**src/include/xbus_defines.svh**
```systemverilog
/*
 Constants for the peripheral-bus select and buffer control block.
 Assumes inclusion by bare name from the package and design files.
*/
`ifndef XBUS_DEFINES_SVH
`define XBUS_DEFINES_SVH
`define SA_W            17
`define LA_W            7
`define KBC_DATA_PORT   17'h00060
`define KBC_CMD_PORT    17'h00064
`define RTC_INDEX_PORT  17'h00070
`define RTC_DATA_PORT   17'h00071
`define ROM_LA_TOP      7'h7f
`define ROM_LA_LOW      7'h00
`define ROM_SA_BASE     17'h10000
`define ROM_LOW_BASE    17'h0e000
`define ALE_SYSCLKS     2'h2
`define CSEN_W          4
`define CSEN_RTC        0
`define CSEN_KBC        1
`define CSEN_ROM        2
`define CSEN_PCS        3
`endif

```
**src/include/xbus_pkg.sv**
```systemverilog
/*
 Types shared by the peripheral-bus select and buffer control block.
 Assumes the defines header is on the include path.
*/
`include "xbus_defines.svh"
package xbus_pkg;
	typedef struct packed {
		logic ior_n;
		logic iow_n;
		logic memr_n;
		logic memw_n;
	} isa_cmd_s;
	typedef struct packed {
		logic [`LA_W-1:0] la;
		logic [`SA_W-1:0] sa;
	} isa_addr_s;
	typedef struct packed {
		logic [`SA_W-1:0] base;
		logic [`SA_W-1:0] mask;
	} pcs_range_s;
	typedef enum logic [1:0] {
		ORIG_ISA,
		ORIG_PCI,
		ORIG_CPU
	} origin_e;
endpackage

```
**src/design/sync2.sv**
```systemverilog
/*
 Two-flop synchroniser for one level.
 Assumes input is asynchronous to clk_in.
*/
`timescale 1ns/1ns
module sync2 (
	input  wire logic clk_in,
	input  wire logic srst_in,
	input  wire logic rst_val_in,
	input  wire logic d_in,
	output logic      q_out
);
	logic meta_reg;
	logic meta_next;
	logic q_next;
	always_comb begin
		meta_next = d_in;
		q_next    = meta_reg;
		if (srst_in) begin
			meta_next = rst_val_in;
			q_next    = rst_val_in;
		end
	end
	always_ff @(posedge clk_in) begin
		meta_reg <= meta_next;
		q_out    <= q_next;
	end
endmodule // sync2

```
**src/design/edge_det.sv**
```systemverilog
/*
 Edge detector on a synchronised level.
 Assumes input already on clk_in.
*/
`timescale 1ns/1ns
module edge_det (
	input  wire logic clk_in,
	input  wire logic srst_in,
	input  wire logic d_in,
	output logic      fall_out,
	output logic      rise_out
);
	logic last_reg;
	logic last_next;
	always_comb begin
		last_next = srst_in ? 1'b1 : d_in;
	end
	always_ff @(posedge clk_in) begin
		last_reg <= last_next;
	end
	assign fall_out = last_reg & ~d_in;
	assign rise_out = ~last_reg & d_in;
endmodule // edge_det

```
**src/design/xbus_ctl.sv**
```systemverilog
/*
 Peripheral-bus decode and transceiver control: chip selects, direction,
 output enable and clock-chip address latch. Assumes ISA strobes, addresses
 and the system clock arrive asynchronously and are synchronised here.
*/
// Summary of operation
// Direction asserted on every I/O read, supported device or not.
// Memory cycles assert direction only for decoded firmware ROM space.
// PCI-master reads: direction from I/O read or ROM-space memory read falling edge.
// ISA-master reads: same, memory case only in firmware ROM space.
// Direction released when the read strobe rises.
// DMA cycles, read or write: direction from acknowledge falling until it rises; code drops it earlier if IOR or MEMR rises first.
// Direction held deasserted at all other times.
// Output enable only for decoded, enabled supported peripherals.
// Output enable asserted from falling command strobe.
// Released on command rise, or on address change for ISA masters.
// Never output enable for a disabled decode space.
// Programmable select for PCI-master I/O hitting the range register; code also requires pci_subtractive_in high.
// Programmable select also enables transceiver controls.
// Firmware ROM select from addresses, never during DMA.
// Keyboard select for I/O 60h and 64h, never during DMA.
// Clock-chip select on accesses to I/O 71h.
// Write to 70h: address latch from write fall, two system clocks.
// Selects and transceiver controls active low, idle in reset.
`timescale 1ns/1ns
`include "xbus_defines.svh"
module xbus_ctl (
	input  wire logic                      clk_in,
	input  wire logic                      srst_in,
	input  wire xbus_pkg::isa_cmd_s        cmd_in,
	input  wire xbus_pkg::isa_addr_s       addr_in,
	input  wire logic                      dack_n_in,
	input  wire logic                      sysclk_in,
	input  wire xbus_pkg::origin_e         origin_in,
	input  wire logic                      pci_subtractive_in,
	input  wire logic [`CSEN_W-1:0]        chip_select_enable_reg_in,
	input  wire xbus_pkg::pcs_range_s      prog_select_range_reg_in,
	output logic                           xfer_direction_ctl_n_out,
	output logic                           xfer_output_enable_n_out,
	output logic                           programmable_chip_select_n_out,
	output logic                           firmware_rom_select_n_out,
	output logic                           keyboard_ctrl_select_n_out,
	output logic                           clock_chip_select_n_out,
	output logic                           clock_chip_addr_latch_out
);
	import xbus_pkg::*;

	localparam int NS = 7;
	logic [NS-1:0] raw;
	logic [NS-1:0] syn;
	logic [NS-1:0] fall;
	logic [NS-1:0] rise;
	isa_addr_s     a_s1_reg;
	isa_addr_s     a_s2_reg;
	isa_addr_s     a_prev_reg;
	isa_addr_s     a_s1_next;
	isa_addr_s     a_s2_next;
	isa_addr_s     a_prev_next;

	assign raw = {sysclk_in, dack_n_in, cmd_in.memw_n, cmd_in.memr_n,
		cmd_in.iow_n, cmd_in.ior_n, 1'b1};

	// Synchronise and edge-detect strobes
	genvar g;
	generate
		for (g = 0; g < NS; g++) begin : g_sync
			sync2 u_sync (
				.clk_in     (clk_in),
				.srst_in    (srst_in),
				.rst_val_in (1'b1),
				.d_in       (raw[g]),
				.q_out      (syn[g])
			);
			edge_det u_edge (
				.clk_in   (clk_in),
				.srst_in  (srst_in),
				.d_in     (syn[g]),
				.fall_out (fall[g]),
				.rise_out (rise[g])
			);
		end
	endgenerate

	// Address bus synchroniser
	always_comb begin
		a_s1_next   = addr_in;
		a_s2_next   = a_s1_reg;
		a_prev_next = a_s2_reg;
		if (srst_in) begin
			a_s1_next   = '0;
			a_s2_next   = '0;
			a_prev_next = '0;
		end
	end
	always_ff @(posedge clk_in) begin
		a_s1_reg   <= a_s1_next;
		a_s2_reg   <= a_s2_next;
		a_prev_reg <= a_prev_next;
	end

	logic ior_n;
	logic iow_n;
	logic memr_n;
	logic memw_n;
	logic dack_n;
	assign ior_n  = syn[1];
	assign iow_n  = syn[2];
	assign memr_n = syn[3];
	assign memw_n = syn[4];
	assign dack_n = syn[5];

	// Address decode
	logic dma;
	logic io_cyc;
	logic mem_cyc;
	logic hit_kbc;
	logic hit_rtc;
	logic hit_ale;
	logic hit_rom;
	logic hit_pcs;
	logic en_kbc;
	logic en_rtc;
	logic en_rom;
	logic en_pcs;
	assign dma     = ~dack_n;
	assign io_cyc  = ~ior_n | ~iow_n;
	assign mem_cyc = ~memr_n | ~memw_n;
	assign hit_kbc = (a_s2_reg.sa == `KBC_DATA_PORT) || (a_s2_reg.sa == `KBC_CMD_PORT);
	assign hit_rtc = a_s2_reg.sa == `RTC_DATA_PORT;
	assign hit_ale = a_s2_reg.sa == `RTC_INDEX_PORT;
	assign hit_rom = ((a_s2_reg.la == `ROM_LA_TOP) || (a_s2_reg.la == `ROM_LA_LOW))
		&& (a_s2_reg.sa >= `ROM_LOW_BASE);
	assign hit_pcs = ((a_s2_reg.sa & prog_select_range_reg_in.mask)
		== (prog_select_range_reg_in.base & prog_select_range_reg_in.mask));
	assign en_kbc = chip_select_enable_reg_in[`CSEN_KBC];
	assign en_rtc = chip_select_enable_reg_in[`CSEN_RTC];
	assign en_rom = chip_select_enable_reg_in[`CSEN_ROM];
	assign en_pcs = chip_select_enable_reg_in[`CSEN_PCS];

	// Chip select next values
	logic rom_sel;
	logic kbc_sel;
	logic rtc_sel;
	logic pcs_sel;
	logic periph;
	assign rom_sel = mem_cyc & hit_rom & ~dma & en_rom;
	assign kbc_sel = io_cyc & hit_kbc & ~dma & en_kbc;
	assign rtc_sel = io_cyc & hit_rtc & ~dma & en_rtc;
	assign pcs_sel = io_cyc & hit_pcs & ~dma & en_pcs & pci_subtractive_in
		& (origin_in == ORIG_PCI);
	assign periph  = rom_sel | kbc_sel | rtc_sel | pcs_sel;

	// Direction and output enable
	logic dir_reg;
	logic dir_next;
	logic oe_reg;
	logic oe_next;
	logic dmard_reg;
	logic dmard_next;
	logic [1:0] ale_cnt_reg;
	logic [1:0] ale_cnt_next;
	logic cs_rom_reg;
	logic cs_kbc_reg;
	logic cs_rtc_reg;
	logic cs_pcs_reg;
	logic cs_rom_next;
	logic cs_kbc_next;
	logic cs_rtc_next;
	logic cs_pcs_next;
	logic addr_chg;
	logic cmd_fall;
	logic cmd_rise;
	assign addr_chg = a_s2_reg != a_prev_reg;
	assign cmd_fall = fall[1] | fall[2] | fall[3] | fall[4];
	assign cmd_rise = rise[1] | rise[2] | rise[3] | rise[4];

	always_comb begin
		cs_rom_next = rom_sel;
		cs_kbc_next = kbc_sel;
		cs_rtc_next = rtc_sel;
		cs_pcs_next = pcs_sel;
		if (srst_in) begin
			cs_rom_next = 1'b0;
			cs_kbc_next = 1'b0;
			cs_rtc_next = 1'b0;
			cs_pcs_next = 1'b0;
		end
	end

	always_comb begin
		dir_next     = dir_reg;
		oe_next      = oe_reg;
		dmard_next   = dmard_reg;
		ale_cnt_next = ale_cnt_reg;
		if (fall[1]) begin
			dir_next = 1'b1;
		end
		if (fall[3] && hit_rom && !dma) begin
			dir_next = 1'b1;
		end
		if (rise[1] || rise[3]) begin
			dir_next = 1'b0;
		end
		if (fall[5] && !memr_n) begin
			dmard_next = 1'b1;
		end
		if (fall[5] && !ior_n) begin
			dmard_next = 1'b1;
		end
		if (fall[5]) begin
			dir_next = 1'b1;
		end
		if (rise[5]) begin
			dir_next   = 1'b0;
			dmard_next = 1'b0;
		end
		if ((fall[1] || fall[2] || fall[3] || fall[4]) && periph) begin
			oe_next = 1'b1;
		end
		if (origin_in != ORIG_ISA && (rise[1] || rise[2] || rise[3] || rise[4])) begin
			oe_next = 1'b0;
		end
		if (origin_in == ORIG_ISA && addr_chg) begin
			oe_next = 1'b0;
		end
		if (!periph && !io_cyc && !mem_cyc) begin
			oe_next = 1'b0;
		end
		if (fall[2] && hit_ale && !dma) begin
			ale_cnt_next = `ALE_SYSCLKS;
		end else if (ale_cnt_reg != 2'h0 && rise[6]) begin
			ale_cnt_next = ale_cnt_reg - 2'h1;
		end
		if (srst_in) begin
			dir_next     = 1'b0;
			oe_next      = 1'b0;
			dmard_next   = 1'b0;
			ale_cnt_next = 2'h0;
		end
	end

	always_ff @(posedge clk_in) begin
		dir_reg     <= dir_next;
		oe_reg      <= oe_next;
		dmard_reg   <= dmard_next;
		ale_cnt_reg <= ale_cnt_next;
		cs_rom_reg  <= cs_rom_next;
		cs_kbc_reg  <= cs_kbc_next;
		cs_rtc_reg  <= cs_rtc_next;
		cs_pcs_reg  <= cs_pcs_next;
	end

	// Output flops, active low except the address latch
	always_ff @(posedge clk_in) begin
		xfer_direction_ctl_n_out       <= ~dir_reg;
		xfer_output_enable_n_out       <= ~(oe_reg & ~srst_in);
		programmable_chip_select_n_out <= ~cs_pcs_reg;
		firmware_rom_select_n_out      <= ~cs_rom_reg;
		keyboard_ctrl_select_n_out     <= ~cs_kbc_reg;
		clock_chip_select_n_out        <= ~cs_rtc_reg;
		clock_chip_addr_latch_out      <= ale_cnt_reg != 2'h0;
	end

	// Checks
	rom_no_dma_a: assert property (@(posedge clk_in) disable iff (srst_in)
		dma |-> ##1 !cs_rom_reg) else $error("rom select during dma");
	kbc_no_dma_a: assert property (@(posedge clk_in) disable iff (srst_in)
		dma |-> ##1 !cs_kbc_reg) else $error("keyboard select during dma");
	dir_ior_a: assert property (@(posedge clk_in) disable iff (srst_in)
		fall[1] && !rise[5] |-> ##1 dir_reg) else $error("no direction on io read");
	dir_release_a: assert property (@(posedge clk_in) disable iff (srst_in)
		rise[1] && !fall[5] |-> ##1 !dir_reg) else $error("direction held after read");
	dmadir_set_a: assert property (@(posedge clk_in) disable iff (srst_in)
		fall[5] && !rise[1] && !rise[3] |-> ##1 dir_reg) else $error("dma direction");
	oe_needs_sel_a: assert property (@(posedge clk_in) disable iff (srst_in)
		$rose(oe_reg) |-> $past(periph)) else $error("oe without enabled decode");
	ale_width_a: assert property (@(posedge clk_in) disable iff (srst_in)
		$rose(ale_cnt_reg == `ALE_SYSCLKS) |-> ##1 ale_cnt_reg != 2'h0 [*2])
		else $error("latch strobe too short");
	pcs_origin_a: assert property (@(posedge clk_in) disable iff (srst_in)
		cs_pcs_reg |-> $past(origin_in == ORIG_PCI)) else $error("pcs wrong origin");
	reset_idle_a: assert property (@(posedge clk_in)
		srst_in |-> ##1 xfer_output_enable_n_out) else $error("oe in reset");
	reset_sel_a: assert property (@(posedge clk_in)
		srst_in [*2] |-> ##1 (firmware_rom_select_n_out && keyboard_ctrl_select_n_out
		&& clock_chip_select_n_out && programmable_chip_select_n_out
		&& xfer_direction_ctl_n_out && !clock_chip_addr_latch_out))
		else $error("outputs active in reset");
	rtc_no_dma_a: assert property (@(posedge clk_in) disable iff (srst_in)
		dma |-> ##1 !cs_rtc_reg) else $error("clock chip select during dma");
	pcs_no_dma_a: assert property (@(posedge clk_in) disable iff (srst_in)
		dma |-> ##1 !cs_pcs_reg) else $error("pcs during dma");
	dir_cause_a: assert property (@(posedge clk_in) disable iff (srst_in)
		$rose(dir_reg) |-> $past(fall[1] || fall[3] || fall[5]))
		else $error("direction without read or dma");
	rom_dir_a: assert property (@(posedge clk_in) disable iff (srst_in)
		fall[3] && !hit_rom && !fall[1] && !fall[5] && !dir_reg |-> ##1 !dir_reg)
		else $error("direction on non rom memory read");
	dma_release_a: assert property (@(posedge clk_in) disable iff (srst_in)
		rise[5] |-> ##1 !dir_reg) else $error("direction held after dma");
	oe_disabled_a: assert property (@(posedge clk_in) disable iff (srst_in)
		cmd_fall && !periph && !oe_reg |-> ##1 !oe_reg) else $error("oe for disabled space");
	oe_cmd_rel_a: assert property (@(posedge clk_in) disable iff (srst_in)
		origin_in != ORIG_ISA && cmd_rise |-> ##1 !oe_reg) else $error("oe held after command");
	oe_addr_rel_a: assert property (@(posedge clk_in) disable iff (srst_in)
		origin_in == ORIG_ISA && addr_chg |-> ##1 !oe_reg) else $error("oe held after address");
	pcs_oe_a: assert property (@(posedge clk_in) disable iff (srst_in)
		cmd_fall && pcs_sel && !cmd_rise |-> ##1 oe_reg) else $error("no oe with pcs");
	ale_start_a: assert property (@(posedge clk_in) disable iff (srst_in)
		fall[2] && hit_ale && !dma |-> ##1 ale_cnt_reg == `ALE_SYSCLKS)
		else $error("latch strobe not started");
	cov_io_read_c: cover property (@(posedge clk_in) fall[1] ##[1:20] rise[1]);
	cov_dma_c: cover property (@(posedge clk_in) fall[5] ##[1:40] rise[5]);
	cov_ale_c: cover property (@(posedge clk_in) ale_cnt_reg == `ALE_SYSCLKS);
	cov_pcs_c: cover property (@(posedge clk_in) cs_pcs_reg && oe_reg);
	cov_isa_addr_c: cover property (@(posedge clk_in)
		origin_in == ORIG_ISA && addr_chg && oe_reg);
endmodule // xbus_ctl

```
**config.mk**
```make
export PLATFORM = sky130hd
export DESIGN_NAME = xbus_ctl
export DESIGN_NICKNAME = d
export VERILOG_FILES = /design/src/include/xbus_pkg.sv /design/src/design/sync2.sv /design/src/design/edge_det.sv /design/src/design/xbus_ctl.sv
export VERILOG_INCLUDE_DIRS = /design/src /design/src/include
export SDC_FILE = /design/constraint.sdc
export NUM_CORES = 1
export LEC_CHECK = 0
export BUFFER_PORTS_ARGS = -buffer_cell sky130_fd_sc_hd__buf_2
export CAP_MARGIN = 5
export CORE_AREA = 4 4 95 97
export DETAILED_ROUTE_END_ITERATION = 8
export DIE_AREA = 0 0 99 101
export GPL_TIMING_DRIVEN = 0
export PLACE_DENSITY = 0.67
export SLEW_MARGIN = 40
export SYNTH_ARGS = -nofsm -noshare
export SYNTH_HDL_FRONTEND = slang
export SYNTH_SLANG_ARGS = --single-unit
export TNS_END_PERCENT = 5
```
**constraint.sdc**
```tcl
create_clock -name clk_in -period 1.57 [get_ports clk_in]
set_input_delay 0.0785 -clock clk_in [delete_from_list [all_inputs] [get_ports clk_in]]
set_output_delay 0.0785 -clock clk_in [all_outputs]
set_load 0.02 [all_outputs]
```
Word-level counts from Yosys, hierarchy flattened
Cells that the tools add are included.

storage, ports and cells
  flip-flop bits (word level) = 105
  bits of input ports = 73
  output and inout port bits = 7
  logic and storage cells = 138

cells by class
  $add $sub $neg = 1
  $lt $le $gt $ge = 1
  eq/ne operators = 8
  multiplexer cells = 6
  bitwise gates (word level) = 51
  reductions and logical operators = 32

operators with widths
  kind                    number
  $eq A17 B7 Y1 const B   4
  $and A17 B17 Y17        2
  $and A1 B1 Y1           26
  $ne A24 B24 Y1          1
  $not A1 Y1              18
  $eq A17 B17 Y1          1
  $ge A17 B16 Y1 const B  1
  $logic_and A1 B1 Y1     11
  $logic_or A1 B1 Y1      9
  $eq A7 B7 Y1 const B    1
  $logic_not A7 Y1        1
  $reduce_bool A2 Y1      3
  $or A1 B1 Y1            5
  $mux W1                 4
  $mux W2                 2
  $reduce_bool A4 Y1      1
  $reduce_or A2 Y1        2
  $reduce_or A4 Y1        1
  $logic_not A1 Y1        3
  $eq A2 B1 Y1 const B    1
  $logic_not A2 Y1        1
  $sub A2 B1 Y2 const B   1

Logic depth before layout (Yosys ltp)
  depth after elaboration = 13
  mapped depth = 6
  mapped depth without buffers = 6

Cells and area by module
Synthesis repeated with hierarchy kept, for this count alone.

second synthesis, totals
  cell total of the unflattened synthesis = 336
  area, all modules = 3718.6 um^2

by module, submodules not included
  module    times used  cells an instance  area each (um^2)  seq. area each (um^2)
  xbus_ctl  1           288                3103.0            1741.7
  sync2     6           4                  62.6              40.0
  edge_det  6           4                  40.0              20.0

Worst setup path after synthesis
Ideal clock, no wire load.

  path type = register to register
  from = reg a_s2_reg[21] (netlist name)
  to = reg dir_reg
  setup time = 0.058 ns
  data arrival time = 1.318 ns
  data required time = 1.512 ns
  setup slack = 0.195 ns
  cell stages (with the launch flop) = 6
  path buffers = 0
  period minus slack after synthesis = 1.375 ns
  cells stage by stage = dfxtp_1 -> nor4_2 -> nand2_1 -> a211o_1 -> a221oi_2 -> or2_1

between the ends
  word-level cells in the longest chain between the ends = 8
  elaborated cells between the ends (all ways) = 10
  classes of those cells = 1 x eq/ne; 3 x mux; 6 x reduce/logical

RTL lines
  item                                                               RTL line         RTL
  start: declaration                                                 xbus_ctl.sv:54   isa_addr_s a_s2_reg;
  start signal: assignment                                           xbus_ctl.sv:97   a_s2_reg <= a_s2_next;
  $eq A7 B7 Y1 (no source line) or $logic_not A7 Y1 (tied branches)  --
  $logic_or A1 B1 Y1 *                                               xbus_ctl.sv:131  assign hit_rom = ((a_s2_reg.la == `ROM_LA_TOP) || (a_s2_reg.la == `ROM_LA_LOW))
  $logic_and A1 B1 Y1 *                                              xbus_ctl.sv:131
  $logic_and A1 B1 Y1 * (2 in series)                                xbus_ctl.sv:198  if (fall[3] && hit_rom && !dma) begin
  $mux W1                                                            xbus_ctl.sv:198
  $mux W1                                                            xbus_ctl.sv:201  if (rise[1] || rise[3]) begin
  $mux W1                                                            xbus_ctl.sv:210  if (fall[5]) begin
  end signal: assignment                                             xbus_ctl.sv:243  dir_reg <= dir_next;
  end: declaration                                                   xbus_ctl.sv:154  logic dir_reg;

Mark *: on every way between the ends. The rest lies on a longest branch, timed or not.
A chain may end at the register's enable or synchronous reset.

Worst setup path in the final report
  from = reg a_s2_reg[6] (netlist name)
  to = reg oe_reg

between the ends
  word-level cells in the longest chain between the ends = 12
  elaborated cells between the ends (all ways) = 32
  classes of those cells = 1 x order compare; 5 x eq/ne; 18 x bitwise; 8 x reduce/logical

RTL lines
  item                                                           RTL line                                           RTL
  $ge A17 B16 Y1 (no source line), or another cell as far along  --
  $logic_and A1 B1 Y1, or another cell as far along              xbus_ctl.sv:131
  $and A1 B1 Y1, on equally long branches (3 in series)          xbus_ctl.sv:146, xbus_ctl.sv:147, xbus_ctl.sv:149
  $or A1 B1 Y1 or $and A1 B1 Y1 (tied branches)                  xbus_ctl.sv:151, xbus_ctl.sv:149
  $or A1 B1 Y1 or $and A1 B1 Y1 (tied branches)                  xbus_ctl.sv:151, xbus_ctl.sv:150
  $or A1 B1 Y1                                                   xbus_ctl.sv:151                                    assign periph = rom_sel | kbc_sel | rtc_sel | pcs_sel;
  $logic_not A1 Y1                                               xbus_ctl.sv:226                                    if (!periph && !io_cyc && !mem_cyc) begin
  $logic_and A1 B1 Y1 (2 in series)                              xbus_ctl.sv:226
  $reduce_or A4 Y1 (no source line)                              --
  end signal: assignment                                         xbus_ctl.sv:244                                    oe_reg <= oe_next;
  end: declaration                                               xbus_ctl.sv:156                                    logic oe_reg;

Parallel ways exist; a longest one is shown, timed or not.

==> results_dict.tcl <==
set metrics [dict create \
    outcome "complete, but fails checks" \
    violations "negative setup slack" \
    rr_startpoint "a_s2_reg[6]" \
    wl_per_cell_um 13.3 \
    core_area_um2 8130 \
    arrival_ns 1.86 \
    grt_pass1_vias 2632 \
    fp-row-count 33 \
    num_io_pins 80 \
    postRouteAntennaNets 0 \
    finalSetupViolations 2 \
    cts-root-buf "clkbuf_8" \
    grt_antenna_before_repair 0 \
    synthFlopType "dfxtp_1" \
    place_congestion 0.836 \
    hold_start "chip_select_enable_reg_in[0]" \
    dpl.hpwl_um 5520 \
    hold_path_class "in2reg" \
    yosys-top-cells-area "dfxtp_1 (58%), nor2b_1 (13%), xnor2_1 (5.8%)" \
    finalCritPeriodShare 1.01 \
    ys_ff_latch 105 \
    clock_latency_ns 0.35 \
    syn_area_um2 3630 \
    grt_use_total 0.158 \
    die_h_um 101 \
    antennaDiodeCount 0 \
    grt_pass1_wl_um 12300 \
    layout_setup_ws_ns -0.0112 \
    drt-initial-drc-count 85 \
    drc 0 \
    ir_drop_mv 0.646 \
    synth_edf_count 0 \
    final_cell_mix "dfxtp_1 (87), buf_2 (79), nor2b_1 (74), dlygate4sd3_1 (31), xnor2_1 (24)" \
    routed_wl_um 7580 \
    nNetsFinal 534 \
    crit_path_start "a_s2_reg[6]" \
    cp_max_fo 4 \
    drive_above_1_share 0.318 \
    path_clk_slew_ns 0.10 \
    maxSlewHeadroom 0.620 \
    synthArstFlopShare 0 \
    critPathKind "reg2reg" \
    htreeDepth 3 \
    leakagePower_nw 1.99 \
    yosysUniqueCellTypes 40 \
    cp.required_ns 1.85 \
    cts_buffers 9 \
    worstSetupEndpointType "register" \
    place_inst 517 \
    yosys.area.top_type_share 0.579 \
    num_vias 2636 \
    cts_buffer_depth 2 \
    start_util 0.447 \
    dieArea_um2 10000 \
    overflow 0 \
    synth-seq-area-share 0.579 \
    portBuffers 78 \
    synthesis.nets 408 \
    fin_total_pwr_mw 4.78 \
    avgSynthCellArea_um2 10.9 \
    fmax_ghz 0.632 \
    finalHoldViolCount 0 \
    max_cap_viol_count 0 \
    die_x_um 99 \
    vias_per_cell 4.62 \
    syn_inst 334 \
    final_common_cell "dfxtp_1" \
    whs_ns 0.0370 \
    cp-start-kind "register" \
    yosys_warnings 0 \
    final_max_slew_viol_count 0 \
    grt_max_degree 19 \
    cts.sinks 105 \
    syn_to_final_growth_pct 31.9 \
    power_per_cell_area_nw_per_um2 998 \
    worst_pin_slew_ns 0.571 \
    final.min_clock_period_ns 1.58 \
    rsz0062_at_grt "yes" \
    layout.cells.non_filler 570 \
    synth_top_cell_by_area "dfxtp_1" \
    pre_cts_ws_ns -0.140 \
    cts_tree "done" \
    first_pass_iters 4 \
    fin_skew_ns 0.00823 \
]
[through the flow]
| step | setup TNS [ns] | area, µm² | util |
|---|---|---|---|
| after floorplan | 0 | 3630 | - |
| after global placement | -0.155 | 4160 | 0.511 |
| after detailed placement | -0.237 | 4160 | 0.511 |
| after CTS | -0.00377 | 4680 | 0.576 |
| after global routing | -0.162 | 4790 | 0.589 |
| final | -0.0121 | 4790 | 0.589 |
[power by group]
| part | internal [mW] | switching [mW] | leakage [nW] |
|---|---|---|---|
| Sequential | 2.76 | 0.0689 | 0.871 |
| Combinational | 0.275 | 0.183 | 1.03 |
| Clock | 0.603 | 0.895 | 0.0945 |
| Total | 3.63 | 1.15 | 1.99 |
[synthesized netlist by cell type, types with 4 or more instances]
cell type	count
nor4_1	4
xor2_1	18
nand4_1	9
a211oi_1	4
nand2_1	5
or2_2	18
xnor2_1	24
nor2_1	4
nand2b_1	4
a22o_1	4
clkbuf_1	10
dfxtp_1	105
inv_1	13
nor2b_1	74
[worst max-delay path, cell delays in order (launching register included)]
cell	delay (ns)
dfxtp_2	0.37
xor2_1	0.16
a22o_1	0.29
a221oi_2	0.27
nand4_1	0.19
a211oi_1	0.23
[worst paths after layout]
check,endpoint,slack [ns],depth (start not counted)
max,oe_reg,-0.01,5
min,cs_rtc_reg,0.04,3
max reg2reg,oe_reg,-0.01,5
min reg2reg,keyboard_ctrl_select_n_out,0.36,1
[final cells by class]
class                   count  area [µm²]
plain buffers              11        42.5
clock buffers              10         128
clock inverters             6        50.0
fillers                   693        3340
inverters                  13        48.8
multi-input cells         205        1510
flip-flops and latches    105        2140
well taps                 105         131
repair buffers            115         746
[what timing repair did]
| item | in CTS | in global routing |
|---|---|---|
| pin swaps | 3 | 7 |
| buffers inserted | 0 | 6 |
| setup endpoints to repair | 5 | 4 |
| endpoints found under the hold margin | 31 | 0 |
| gates resized for setup | 11 | 24 |
| hold buffers | 31 | 0 |
[cell families (layout without fill, tap and decap cells)]
| kind of cell | after synthesis | in the layout | synth area share |
|---|---|---|---|
| compound gates | 27 | 27 | 0.0599 |
| xor+xnor | 42 | 42 | 0.101 |
| fa+ha+maj | 1 | 1 | 0.00344 |
| buf+inv | 24 | 155 | 0.0251 |
| flops | 105 | 105 | 0.579 |
| simple gates | 135 | 135 | 0.232 |
[routing by layer]
layer  wire length (µm)  vias up  GRT usage  part of all wire
li1                   -     1345          -                 -
met2               3730       78      0.276              0.49
met5                  0        -          0                 0
met3                416        8     0.0450             0.055
met4                131        0     0.0515             0.017
met1               3310     1205      0.188              0.44
Power figures use the tool's default switching activity.
